[src/hdl/dbap_pkg.sv]
package dbap_pkg;

  // Memory organisation.
  localparam int ROW_W = 9;
  localparam int COL_W = 9;
  localparam int DATA_W = 16;
  localparam int CFG_W = 32;
  localparam int BYTE_W = 8;

  // Swapped strap positions in the low configuration half.
  localparam int SWAP_A = 8;
  localparam int SWAP_B = 11;
  localparam int CFG_HI_LSB = 16;

  // Page timing in clock cycles at 20 MHz.
  localparam int CLK_NS = 50;
  localparam int TRP_NS = 100;
  localparam int TRCD_NS = 100;
  localparam int TCAS_NS = 50;
  localparam int TRP_CYC = (TRP_NS + CLK_NS - 1) / CLK_NS;
  localparam int TRCD_CYC = (TRCD_NS + CLK_NS - 1) / CLK_NS;
  localparam int TCAS_CYC = (TCAS_NS + CLK_NS - 1) / CLK_NS;

  // Strap capture holds the data lines released for this many cycles plus one after reset release.
  localparam int STRAP_CYC = 4;
  localparam logic [3:0] CNT_ZERO = 4'h0;

  // Sequencer states.
  typedef enum logic [2:0] {
    DBAP_CAPT = 3'b000,
    DBAP_IDLE = 3'b001,
    DBAP_RCD = 3'b010,
    DBAP_CAS = 3'b011,
    DBAP_CPRE = 3'b100,
    DBAP_RP = 3'b101
  } dbap_state_t;

endpackage

[src/hdl/dbap_port.sv]
`timescale 1ns/100ps
// Requests enter a FIFO: {write, byte enables, row, col, data}. A request with a
// new row closes the open page first; reads return on rd_data_o/rd_valid_o.
module dbap_port #(
  parameter int FIFO_DEPTH = 16
) (
  input wire logic clk_i,
  input wire logic rst_i,
  input wire logic req_valid_i,
  output logic req_ready_o,
  input wire logic req_write_i,
  input wire logic [1:0] req_byte_en_i,
  input wire logic [dbap_pkg::ROW_W-1:0] req_row_i,
  input wire logic [dbap_pkg::COL_W-1:0] req_col_i,
  input wire logic [dbap_pkg::DATA_W-1:0] req_wdata_i,
  output logic [dbap_pkg::DATA_W-1:0] rd_data_o,
  output logic rd_valid_o,
  output logic [dbap_pkg::CFG_W-1:0] strap_config_word_o,
  output logic strap_done_o,
  input wire logic [dbap_pkg::DATA_W-1:0] bank_a_mem_data_i,
  output logic [dbap_pkg::DATA_W-1:0] bank_a_mem_data_o,
  output logic bank_a_mem_data_oe_o,
  input wire logic [dbap_pkg::DATA_W-1:0] bank_b_mem_data_i,
  output logic [dbap_pkg::ROW_W-1:0] bank_a_addr_o,
  output logic bank_a_row_strobe_n_o,
  output logic bank_a_col_strobe_lo_n_o,
  output logic bank_a_col_strobe_hi_n_o,
  output logic bank_a_write_en_n_o,
  output logic bank_a_output_en_n_o
);
  localparam int DW = dbap_pkg::DATA_W;
  localparam int RW = dbap_pkg::ROW_W;
  localparam int CW = dbap_pkg::COL_W;
  localparam int QW = 1 + 2 + RW + CW + DW;

  if (FIFO_DEPTH < 2) begin : g_bad_depth
    $error("FIFO_DEPTH too small");
  end

  // Pins come from outside the clock domain: two flops before use.
  logic [DW-1:0] a_meta_r;
  logic [DW-1:0] a_sync_r;
  logic [DW-1:0] b_meta_r;
  logic [DW-1:0] b_sync_r;
  always_ff @(posedge clk_i) begin
    a_meta_r <= bank_a_mem_data_i;
    a_sync_r <= a_meta_r;
    b_meta_r <= bank_b_mem_data_i;
    b_sync_r <= b_meta_r;
  end

  // Request FIFO; the sequencer stalls it, so back-pressure reaches req_ready_o.
  logic [QW-1:0] q_data;
  logic q_valid;
  logic q_pop;
  dbap_fifo #(.WIDTH(QW), .DEPTH(FIFO_DEPTH)) u_fifo (
    .clk_i(clk_i),
    .rst_i(rst_i),
    .in_data_i({req_write_i, req_byte_en_i, req_row_i, req_col_i, req_wdata_i}),
    .in_valid_i(req_valid_i),
    .in_ready_o(req_ready_o),
    .out_data_o(q_data),
    .out_valid_o(q_valid),
    .out_ready_i(q_pop)
  );

  logic q_wr;
  logic [1:0] q_be;
  logic [RW-1:0] q_row;
  logic [CW-1:0] q_col;
  logic [DW-1:0] q_wd;
  assign {q_wr, q_be, q_row, q_col, q_wd} = q_data;

  dbap_pkg::dbap_state_t state_r;
  logic [3:0] cnt_r;
  logic [RW-1:0] open_row_r;
  logic page_open_r;
  logic cur_wr_r;

  // The request is taken as its column cycle starts.
  assign q_pop = (state_r == dbap_pkg::DBAP_IDLE || state_r == dbap_pkg::DBAP_CPRE)
                 && q_valid && page_open_r && (q_row == open_row_r) && (cnt_r == dbap_pkg::CNT_ZERO);

  // Sequencer: strap capture, then page open, column cycles, precharge.
  always_ff @(posedge clk_i) begin
    if (rst_i) begin
      state_r <= dbap_pkg::DBAP_CAPT;
      cnt_r <= 4'(dbap_pkg::STRAP_CYC);
      page_open_r <= 1'b0;
      open_row_r <= '0;
      cur_wr_r <= 1'b0;
    end else begin
      if (cnt_r != dbap_pkg::CNT_ZERO) cnt_r <= cnt_r - 4'h1;
      case (state_r)
        dbap_pkg::DBAP_CAPT: begin
          if (cnt_r == dbap_pkg::CNT_ZERO) state_r <= dbap_pkg::DBAP_IDLE;
        end
        dbap_pkg::DBAP_IDLE, dbap_pkg::DBAP_CPRE: begin
          if (cnt_r == dbap_pkg::CNT_ZERO && q_valid) begin
            if (q_pop) begin
              state_r <= dbap_pkg::DBAP_CAS;
              cur_wr_r <= q_wr;
              cnt_r <= 4'(dbap_pkg::TCAS_CYC - 1);
            end else if (page_open_r) begin
              state_r <= dbap_pkg::DBAP_RP;
              page_open_r <= 1'b0;
              cnt_r <= 4'(dbap_pkg::TRP_CYC - 1);
            end else begin
              state_r <= dbap_pkg::DBAP_RCD;
              page_open_r <= 1'b1;
              open_row_r <= q_row;
              cnt_r <= 4'(dbap_pkg::TRCD_CYC - 1);
            end
          end
        end
        dbap_pkg::DBAP_RCD: begin
          if (cnt_r == dbap_pkg::CNT_ZERO) state_r <= dbap_pkg::DBAP_CPRE;
        end
        dbap_pkg::DBAP_CAS: begin
          if (cnt_r == dbap_pkg::CNT_ZERO) state_r <= dbap_pkg::DBAP_CPRE;
        end
        dbap_pkg::DBAP_RP: begin
          if (cnt_r == dbap_pkg::CNT_ZERO) state_r <= dbap_pkg::DBAP_IDLE;
        end
        default: state_r <= dbap_pkg::DBAP_IDLE;
      endcase
    end
  end

  // Strap word: bank A low half with bits 8 and 11 swapped, bank B high half.
  // Sampled while lines are released, after the two-flop synchroniser settles.
  logic [dbap_pkg::CFG_W-1:0] strap_nxt;
  always_comb begin
    strap_nxt[dbap_pkg::CFG_W-1:dbap_pkg::CFG_HI_LSB] = b_sync_r;
    strap_nxt[DW-1:0] = a_sync_r;
    strap_nxt[dbap_pkg::SWAP_A] = a_sync_r[dbap_pkg::SWAP_B];
    strap_nxt[dbap_pkg::SWAP_B] = a_sync_r[dbap_pkg::SWAP_A];
  end

  always_ff @(posedge clk_i) begin
    if (rst_i) begin
      strap_config_word_o <= '0;
      strap_done_o <= 1'b0;
    end else if (state_r == dbap_pkg::DBAP_CAPT && cnt_r == dbap_pkg::CNT_ZERO) begin
      strap_config_word_o <= strap_nxt;
      strap_done_o <= 1'b1;
    end
  end

  // DRAM pins, all registered. The 256Kx16 part uses both CAS strobes; x4 parts
  // pair on the low and high strobes, so the same pinout serves both.
  logic col_go;
  assign col_go = q_pop;
  always_ff @(posedge clk_i) begin
    if (rst_i) begin
      bank_a_addr_o <= '0;
      bank_a_row_strobe_n_o <= 1'b1;
      bank_a_col_strobe_lo_n_o <= 1'b1;
      bank_a_col_strobe_hi_n_o <= 1'b1;
      bank_a_write_en_n_o <= 1'b1;
      bank_a_output_en_n_o <= 1'b1;
      bank_a_mem_data_o <= '0;
      bank_a_mem_data_oe_o <= 1'b0;
    end else begin
      bank_a_col_strobe_lo_n_o <= 1'b1;
      bank_a_col_strobe_hi_n_o <= 1'b1;
      bank_a_write_en_n_o <= 1'b1;
      bank_a_output_en_n_o <= 1'b1;
      bank_a_mem_data_oe_o <= 1'b0;
      if (state_r == dbap_pkg::DBAP_IDLE && cnt_r == dbap_pkg::CNT_ZERO && q_valid
          && !page_open_r) begin
        bank_a_addr_o <= q_row;
        bank_a_row_strobe_n_o <= 1'b0;
      end else if (state_r == dbap_pkg::DBAP_CPRE && cnt_r == dbap_pkg::CNT_ZERO
                   && q_valid && !q_pop) begin
        bank_a_row_strobe_n_o <= 1'b1;
      end
      if (col_go) begin
        bank_a_addr_o <= q_col;
        bank_a_col_strobe_lo_n_o <= ~q_be[0];
        bank_a_col_strobe_hi_n_o <= ~q_be[1];
        bank_a_write_en_n_o <= ~q_wr;
        bank_a_output_en_n_o <= q_wr;
        bank_a_mem_data_o <= q_wd;
        bank_a_mem_data_oe_o <= q_wr;
      end
    end
  end

  // Read data stands on the pins in the cycle after the column pulse starts and then
  // crosses both synchroniser flops; taking it any earlier would catch the idle level.
  localparam int RD_PIPE = 3;
  logic [RD_PIPE-1:0] rd_dly_r;
  always_ff @(posedge clk_i) begin
    if (rst_i) begin
      rd_dly_r <= '0;
      rd_valid_o <= 1'b0;
      rd_data_o <= '0;
    end else begin
      rd_dly_r <= {rd_dly_r[RD_PIPE-2:0], col_go && !q_wr};
      rd_valid_o <= rd_dly_r[RD_PIPE-1];
      if (rd_dly_r[RD_PIPE-1]) rd_data_o <= a_sync_r;
    end
  end

  // Unswapped bank A bits pass straight through; the mask drops the swapped pair.
  localparam logic [DW-1:0] A_KEEP =
    ~((DW'(1) << dbap_pkg::SWAP_A) | (DW'(1) << dbap_pkg::SWAP_B));
endmodule // dbap_port

[src/hdl/dbap_fifo.sv]
`timescale 1ns/100ps
// Small synchronous FIFO in flip-flops; full and empty come from a count.
module dbap_fifo #(
  parameter int WIDTH = 32,
  parameter int DEPTH = 16
) (
  input wire logic clk_i,
  input wire logic rst_i,
  input wire logic [WIDTH-1:0] in_data_i,
  input wire logic in_valid_i,
  output logic in_ready_o,
  output logic [WIDTH-1:0] out_data_o,
  output logic out_valid_o,
  input wire logic out_ready_i
);
  localparam int AW = $clog2(DEPTH);

  if (DEPTH < 2 || (1 << AW) != DEPTH) begin : g_bad_depth
    $error("FIFO depth must be a power of two");
  end

  logic [WIDTH-1:0] mem_r [DEPTH];
  logic [AW-1:0] wp_r;
  logic [AW-1:0] rp_r;
  logic [AW:0] cnt_r;
  logic push;
  logic pop;
  logic [AW:0] cnt_nxt;
  localparam logic [AW:0] FULL_CNT = (AW+1)'(DEPTH);

  assign out_valid_o = (cnt_r != '0);
  assign out_data_o = mem_r[rp_r];
  assign push = in_valid_i && in_ready_o;
  assign pop = out_valid_o && out_ready_i;

  // Storage write.
  always_ff @(posedge clk_i) begin
    if (push) begin
      mem_r[wp_r] <= in_data_i;
    end
  end

  // Pointers and occupancy.
  always_ff @(posedge clk_i) begin
    if (rst_i) begin
      wp_r <= '0;
      rp_r <= '0;
      cnt_r <= '0;
    end else begin
      if (push) wp_r <= wp_r + 1'b1;
      if (pop) rp_r <= rp_r + 1'b1;
      cnt_r <= cnt_nxt;
    end
  end

  // Ready is a flop fed from the next count, so the port's ready output has no gate behind it.
  assign cnt_nxt = cnt_r + (AW+1)'(push) - (AW+1)'(pop);
  always_ff @(posedge clk_i) begin
    if (rst_i) begin
      in_ready_o <= 1'b1;
    end else begin
      in_ready_o <= (cnt_nxt != FULL_CNT);
    end
  end
endmodule // dbap_fifo

[config.mk]
export PLATFORM = sky130hd
export DESIGN_NAME = dbap_port
export DESIGN_NICKNAME = d
export VERILOG_FILES = /design/src/hdl/dbap_pkg.sv /design/src/hdl/dbap_port.sv /design/src/hdl/dbap_fifo.sv
export SDC_FILE = /design/constraint.sdc
export NUM_CORES = 1
export LEC_CHECK = 0
export ABC_AREA = 1
export BUFFER_PORTS_ARGS = -buffer_cell sky130_fd_sc_hd__buf_2
export CORE_MARGIN = 5
export CORE_UTILIZATION = 45
export CTS_CLUSTER_SIZE = 16
export DETAILED_ROUTE_END_ITERATION = 8
export PLACE_DENSITY = 0.68
export REMOVE_ABC_BUFFERS = 1
export SLEW_MARGIN = 20
export SYNTH_ARGS = -nofsm -noshare
export SYNTH_HDL_FRONTEND = slang
export SYNTH_SLANG_ARGS = --single-unit
[constraint.sdc]
create_clock -name clk_i -period 6.7 [get_ports clk_i]
set_clock_uncertainty 0.1 [all_clocks]
set_input_delay 0.335 -clock clk_i [delete_from_list [all_inputs] [get_ports clk_i]]
set_output_delay 0.335 -clock clk_i [all_outputs]
set_load 0.02 [all_outputs]
# Word level (Yosys, flattened, before mapping)
# Memory sizes are Yosys's and may differ from the RTL's. A register that Yosys moved wholly into a read port is not among the register bits.
# Cells that the tools add are included.
[word_totals]
reg_bits = 179
latch_bits = 0
mem_bits_rw = 592
romBits = 0
in_bits = 72
out_inout_bits = 82
word_cells = 97
mem_count = 1
[mem_list]
columns = ["name", "depth", "width", "read_ports", "rd_ports_with_merged_regs", "write_ports", "line_no", "source"]
rows = [
  ["u_fifo.mem_r", 16, 37, 1, 1, 1, "dbap_fifo.sv:22", "logic [WIDTH-1:0] mem_r [DEPTH];"],
]
[op_classes]
n_addsub = 5
multipliers = 0
div_mod_pow = 0
order_cmp = 0
n_eq_ne = 10
n_shift = 0
n_mux = 19
n_bitwise = 5
reduce_logical = 32
[ops]
columns = ["operator", "n"]
rows = [
  ["$mux 4", 5],
  ["$mux 9", 2],
  ["$logic_and 1x1->1", 15],
  ["$mux 3", 5],
  ["$eq 9x9->1", 1],
  ["$pmux 3 s3", 1],
  ["$add 4x1->4 const B", 2],
  ["$reduce_or 2->1", 4],
  ["$eq 3x2->1 const B", 2],
  ["$eq 3x3->1 const B", 2],
  ["$mux 1", 6],
  ["$reduce_and 3->1", 2],
  ["$add 5x1->5", 1],
  ["$ne 5x5->1 const B", 1],
  ["$not 1->1", 5],
  ["$reduce_bool 5->1", 1],
  ["$sub 5x1->5", 1],
  ["$logic_not 4->1", 1],
  ["$ne 2x1->1 const B", 2],
  ["$reduce_and 4->1", 1],
  ["$reduce_bool 2->1", 2],
  ["$reduce_bool 4->1", 1],
  ["$sub 4x1->4 const B", 1],
  ["$eq 3x1->1 const B", 1],
  ["4 further kinds", 6],
]

# Depth between registers and ports, before layout
[logic_depth]
depth_word = 10
ltp_mapped = 27

# Cells and area by module
# A second synthesis with hierarchy kept.
[unflattened]
hier_cells = 3111
hier_area_um2 = 31509.0
[modules_own_cells]
columns = ["mod", "instances", "cells_each", "area_per_inst_um2", "seq_area_each_um2"]
rows = [
  ["dbap_fifo", 1, 2514, 26297.7, 18137.4],
  ["dbap_port", 1, 597, 5211.2, 3303.2],
]

# Worst setup path after synthesis
# Ideal clock, no wire load.
[synth_path]
path_kind = "reg2reg"
start = "register cnt_r[0]"
end = "register u_fifo.in_ready_o"
setup_ns = 0.130
arrival_ns = 3.199
required_time_ns = 6.470
path_slack_ns = 3.272
path_stages_with_launch = 25
path_buffers = 2
cell_sequence = "dfxtp_1 inv_1 ha_1 inv_1 nor2_1 nand2_1 nor2_1 nand2_1 nor2_1 nand2_1 nor2_1 nand3_1 nor2_2 buf_6 buf_6 ha_1 inv_1 ha_1 fa_1 nand2_1 nand2_1 a21oi_1 o21ai_0 a21oi_1 nand4_1"
[synth_between]
elab_chain_cells = 5
[synth_lines]
columns = ["item", "line_no", "source"]
rows = [
  ["start: declaration", "dbap_port.sv:75", "logic [3:0] cnt_r;"],
  ["start signal: assignment", "dbap_port.sv:88", "cnt_r <= 4'(dbap_pkg::STRAP_CYC);"],
  ["start signal: assignment", "dbap_port.sv:93", "if (cnt_r != dbap_pkg::CNT_ZERO) cnt_r <= cnt_r - 4'h1;"],
  ["start signal: assignment", "dbap_port.sv:103", "cnt_r <= 4'(dbap_pkg::TCAS_CYC - 1);"],
  ["$logic_not 4->1", "dbap_port.sv:82", "&& q_valid && page_open_r && (q_row == open_row_r) && (cnt_r == dbap_pkg::CNT_ZERO);"],
  ["$logic_and 1x1->1", "dbap_port.sv:82", ""],
  ["$logic_and 1x1->1", "dbap_fifo.sv:34", "assign pop = out_valid_o && out_ready_i;"],
  ["net u_fifo.pop", "dbap_fifo.sv:27", "logic pop;"],
  ["$sub 5x1->5", "dbap_fifo.sv:57", "assign cnt_nxt = cnt_r + (AW+1)'(push) - (AW+1)'(pop);"],
  ["$ne 5x5->1", "dbap_fifo.sv:62", "in_ready_o <= (cnt_nxt != FULL_CNT);"],
  ["end signal: assignment", "dbap_fifo.sv:62", ""],
  ["end: declaration", "dbap_fifo.sv:11", "output logic in_ready_o,"],
]
# The timed path passes the listed nets, and every way through them passes these cells.
# A chain may end at the register's enable or synchronous reset.

==> impl_metrics.py <==
metrics = {
    "global_routing": {
        "grt_use_met2": 0.341,
        "grt_pass1_wl_mm": 112,
        "antenna_found_initial": 7,
        "grt_pass1_vias": 19400,
        "grt_max_degree": 134,
        "met1_usage": 0.267,
        "grt-ovfl-total": 0,
        "grt_use_total": 0.204,
        "grt_util_met3": 0.0356,
        "grt.busiest_layer": "met2",
    },
    "drt": {
        "dr.pass1.iters": 5,
        "post_drt_via_cell_ratio": 5.49,
        "wl_mm": 73.8,
        "num_vias": 19500,
        "ant_nets": 0,
        "route.detailed.drc": 0,
        "drt_iter0_markers": 1898,
        "wl_per_cell_um": 20.8,
    },
    "timing": {
        "slew_headroom": 0.289,
        "rsz0062_at_grt": "no",
        "hold_viol": 0,
        "finalMaxSlewViolations": 0,
        "worst_pin_slew_ns": 1.06,
        "fin_crit_sh": 0.692,
        "max_freq_ghz": 0.216,
        "fin_crit_ns": 4.64,
        "setup_viol": 0,
        "setup_tns_ns": 0,
    },
    "die": {
        "dieArea_um2": 70300,
        "rows": 93,
        "die_h_um": 265,
        "core_um2": 64500,
        "start_util": 0.455,
        "io_pins": 154,
        "die_w_um": 265,
    },
    "worst_setup_path": {
        "ff2ff_path_depth": 21,
        "crit_type": "register to register",
        "r2r_end": "u_fifo.in_ready_o",
        "cp-start-kind": "register",
        "r2r_slack_ns": 2.06,
        "cp_data_arrival_time_ns": 4.99,
        "cp_max_fo": 93,
        "end_kind": "register",
        "required_ns": 7.05,
    },
    "yosys": {
        "synthFlopType": "edfxtp_1",
        "synth_seq_cells": 775,
        "synthArstFlopShare": 0,
        "ys_seq_area_frac": 0.732,
        "synth_warnings": 0,
        "synth.cell_area_um2": 29300,
        "synth_cell_types": 35,
        "synthCells": 2451,
        "synth.avg_cell_area_um2": 12.0,
        "synth_enable_flop_cells": 592,
    },
    "cts": {
        "cts.sinks": 775,
        "numCtsBuffers": 78,
        "tritoncts": "yes",
        "cts.clk_slew.worst_paths_ns": 0.06,
        "insertion_delay_ns": 0.62,
        "cts_max_path_buffers": 3,
        "htreeDepth": 3,
        "ctsResizeCount": 0,
        "root_buffer": "clkbuf_16",
    },
    "placement": {
        "gp_congestion": 0.809,
        "io_buffers": 153,
        "dp_hpwl_mm": 37.4,
    },
    "flow_run": {
        "maxCapViolCount": 0,
    },
    "min_path": {
        "whs_endpoint": "u_fifo.mem_r[14][30]",
        "min_from": "req_row_i[5]",
        "hold_path_class": "input pin to register",
        "hold_depth": 1,
    },
    "power_and_ir_drop": {
        "power_mw": 10.5,
        "powerDensity_nw_per_um2": 309,
        "leakagePower_nw": 12.5,
        "peakVddDrop_uv": 166,
    },
    "finish": {
        "n_fill_cell": 5351,
        "finalNetCount": 2719,
        "final_cell_mix": "592 x edfxtp_1, 424 x nor2_1, 303 x nand2_1, 277 x o21ai_0, 179 x dfxtp_1",
        "final_common_cell": "edfxtp_1",
        "synthToLayoutAreaGrowth_pct": 15.9,
        "drive_above_1_share": 0.122,
    },
    "outcome": {
        "status": "finished, final reports clean",
    },
}
[per-layer routing]
| metal | vias to the layer above | part of all wire |
|---|---|---|
| met1 | 9501 | 0.40 |
| met5 | - | 0 |
| met4 | 0 | 0.035 |
| met2 | 799 | 0.49 |
| met3 | 174 | 0.076 |
| li1 | 9019 | - |
[report_power, final]
| part | switching (mW) | internal [mW] | leakage, nW | total (mW) |
|---|---|---|---|---|
| clock network | 1.74 | 2.39 | 1.20 | 4.13 |
| registers | 0.0855 | 5.41 | 6.86 | 5.50 |
| logic | 0.600 | 0.264 | 4.46 | 0.864 |
| total | 2.42 | 8.06 | 12.5 | 10.5 |
[registers in the layout (all words and copies together) (netlist names), 3 cells and up, named ones only]
name,flops
a_meta_r,16
strap_config_word_o,32
u_fifo.wp_r,4
rd_dly_r,3
state_r,3
b_meta_r,16
bank_a_addr_o,9
b_sync_r,16
rd_data_o,16
u_fifo.rp_r,4
a_sync_r,16
u_fifo.cnt_r,5
open_row_r,9
u_fifo.mem_r,592
bank_a_mem_data_o,16
cnt_r,4
[cell usage after synthesis (6+ instances only)]
master / instances / area share
o211ai_1: 29 / 0.0074
o21ai_1: 8 / 0.0014
ha_1: 12 / 0.0051
o22ai_1: 27 / 0.0058
inv_1: 126 / 0.016
o21ai_0: 277 / 0.047
nor2_1: 440 / 0.056
mux2_2: 9 / 0.0035
nand3_1: 154 / 0.026
nand2_1: 303 / 0.039
a21oi_1: 34 / 0.0058
clkbuf_1: 99 / 0.013
dfxtp_1: 183 / 0.13
edfxtp_1: 592 / 0.61
buf_6: 11 / 0.0042
buf_2: 21 / 0.0036
buf_1: 12 / 0.0015
a221oi_1: 6 / 0.0018
o221ai_1: 77 / 0.023
[cell families after synthesis]
logic type,count (synthesis),synth area share
AND/OR/NAND/NOR,908,0.124
AO/OA/AOI/OAI,464,0.0942
buffers and inverters,279,0.0401
adder cells (fa/ha/maj),13,0.00581
flip-flops,775,0.732
multiplexers,9,0.00346
XOR/XNOR,3,0.000897
[worst max-delay path by stage]
| stage | depth (start not counted) | to | start | slack, ns |
|---|---|---|---|---|
| 2_1_floorplan | 20 | u_fifo.in_ready_o | register | -6.20 |
| 3_3_place_gp | 21 | u_fifo.in_ready_o | register | 2.22 |
| 3_5_place_dp | 21 | u_fifo.in_ready_o | register | 2.11 |
| 6_report | 21 | u_fifo.in_ready_o | register | 2.06 |
| 4_1_cts | 21 | u_fifo.in_ready_o | register | 2.06 |
| 5_1_grt | 21 | u_fifo.in_ready_o | register | 1.66 |
[critical path: stages (launching register included)]
cell	delay, ns
dfxtp_4	0.80
buf_4	0.82
o21ai_0	0.22
nand2_1	0.10
nand3_1	0.09
nand3_1	0.13
nand2_1	0.10
nand2_1	0.09
nand2_1	0.05
nor2_1	0.15
nand3_1	0.14
nor2_4	0.13
ha_1	0.15
inv_1	0.04
ha_1	0.20
fa_1	0.44
nand2_1	0.08
nand2_1	0.05
a21oi_1	0.16
o21ai_0	0.10
a21oi_1	0.21
nand4_1	0.12
[layout make-up]
cell class                 instances  area (µm²)  area share
tap                              855        1070      0.0315
clock buffer                     101        2160      0.0637
timing repair buffer             251        1670      0.0492
clock inverter                    36         270     0.00796
multi-input combinational       1397        6820       0.201
inverter                         131         502      0.0148
antenna                            6        15.0    0.000442
sequential                       775       21500       0.632
[stage by stage]
step                      area [µm²]  utilization  setup slack [ns]  hold slack [ns]  instances
after floorplan                28600            -             -6.20            0.210       2303
final                          34000        0.527              2.06           0.0305       3552
after global routing           34000        0.527              1.66           0.0168       3551
after global placement         30800        0.478              2.22            0.210       3341
after detailed placement       30800        0.478              2.11            0.214       3341
after CTS                      33900        0.527              2.06          0.00523       3546
[what timing repair did]
| item | CTS | global route |
|---|---|---|
| hold buffers | 68 | 0 |
| hold endpoints to repair | 593 | 0 |
| buffers inserted | 0 | 0 |
| endpoints found under the setup margin | 0 | 0 |
(Power assumes the default switching activity.)
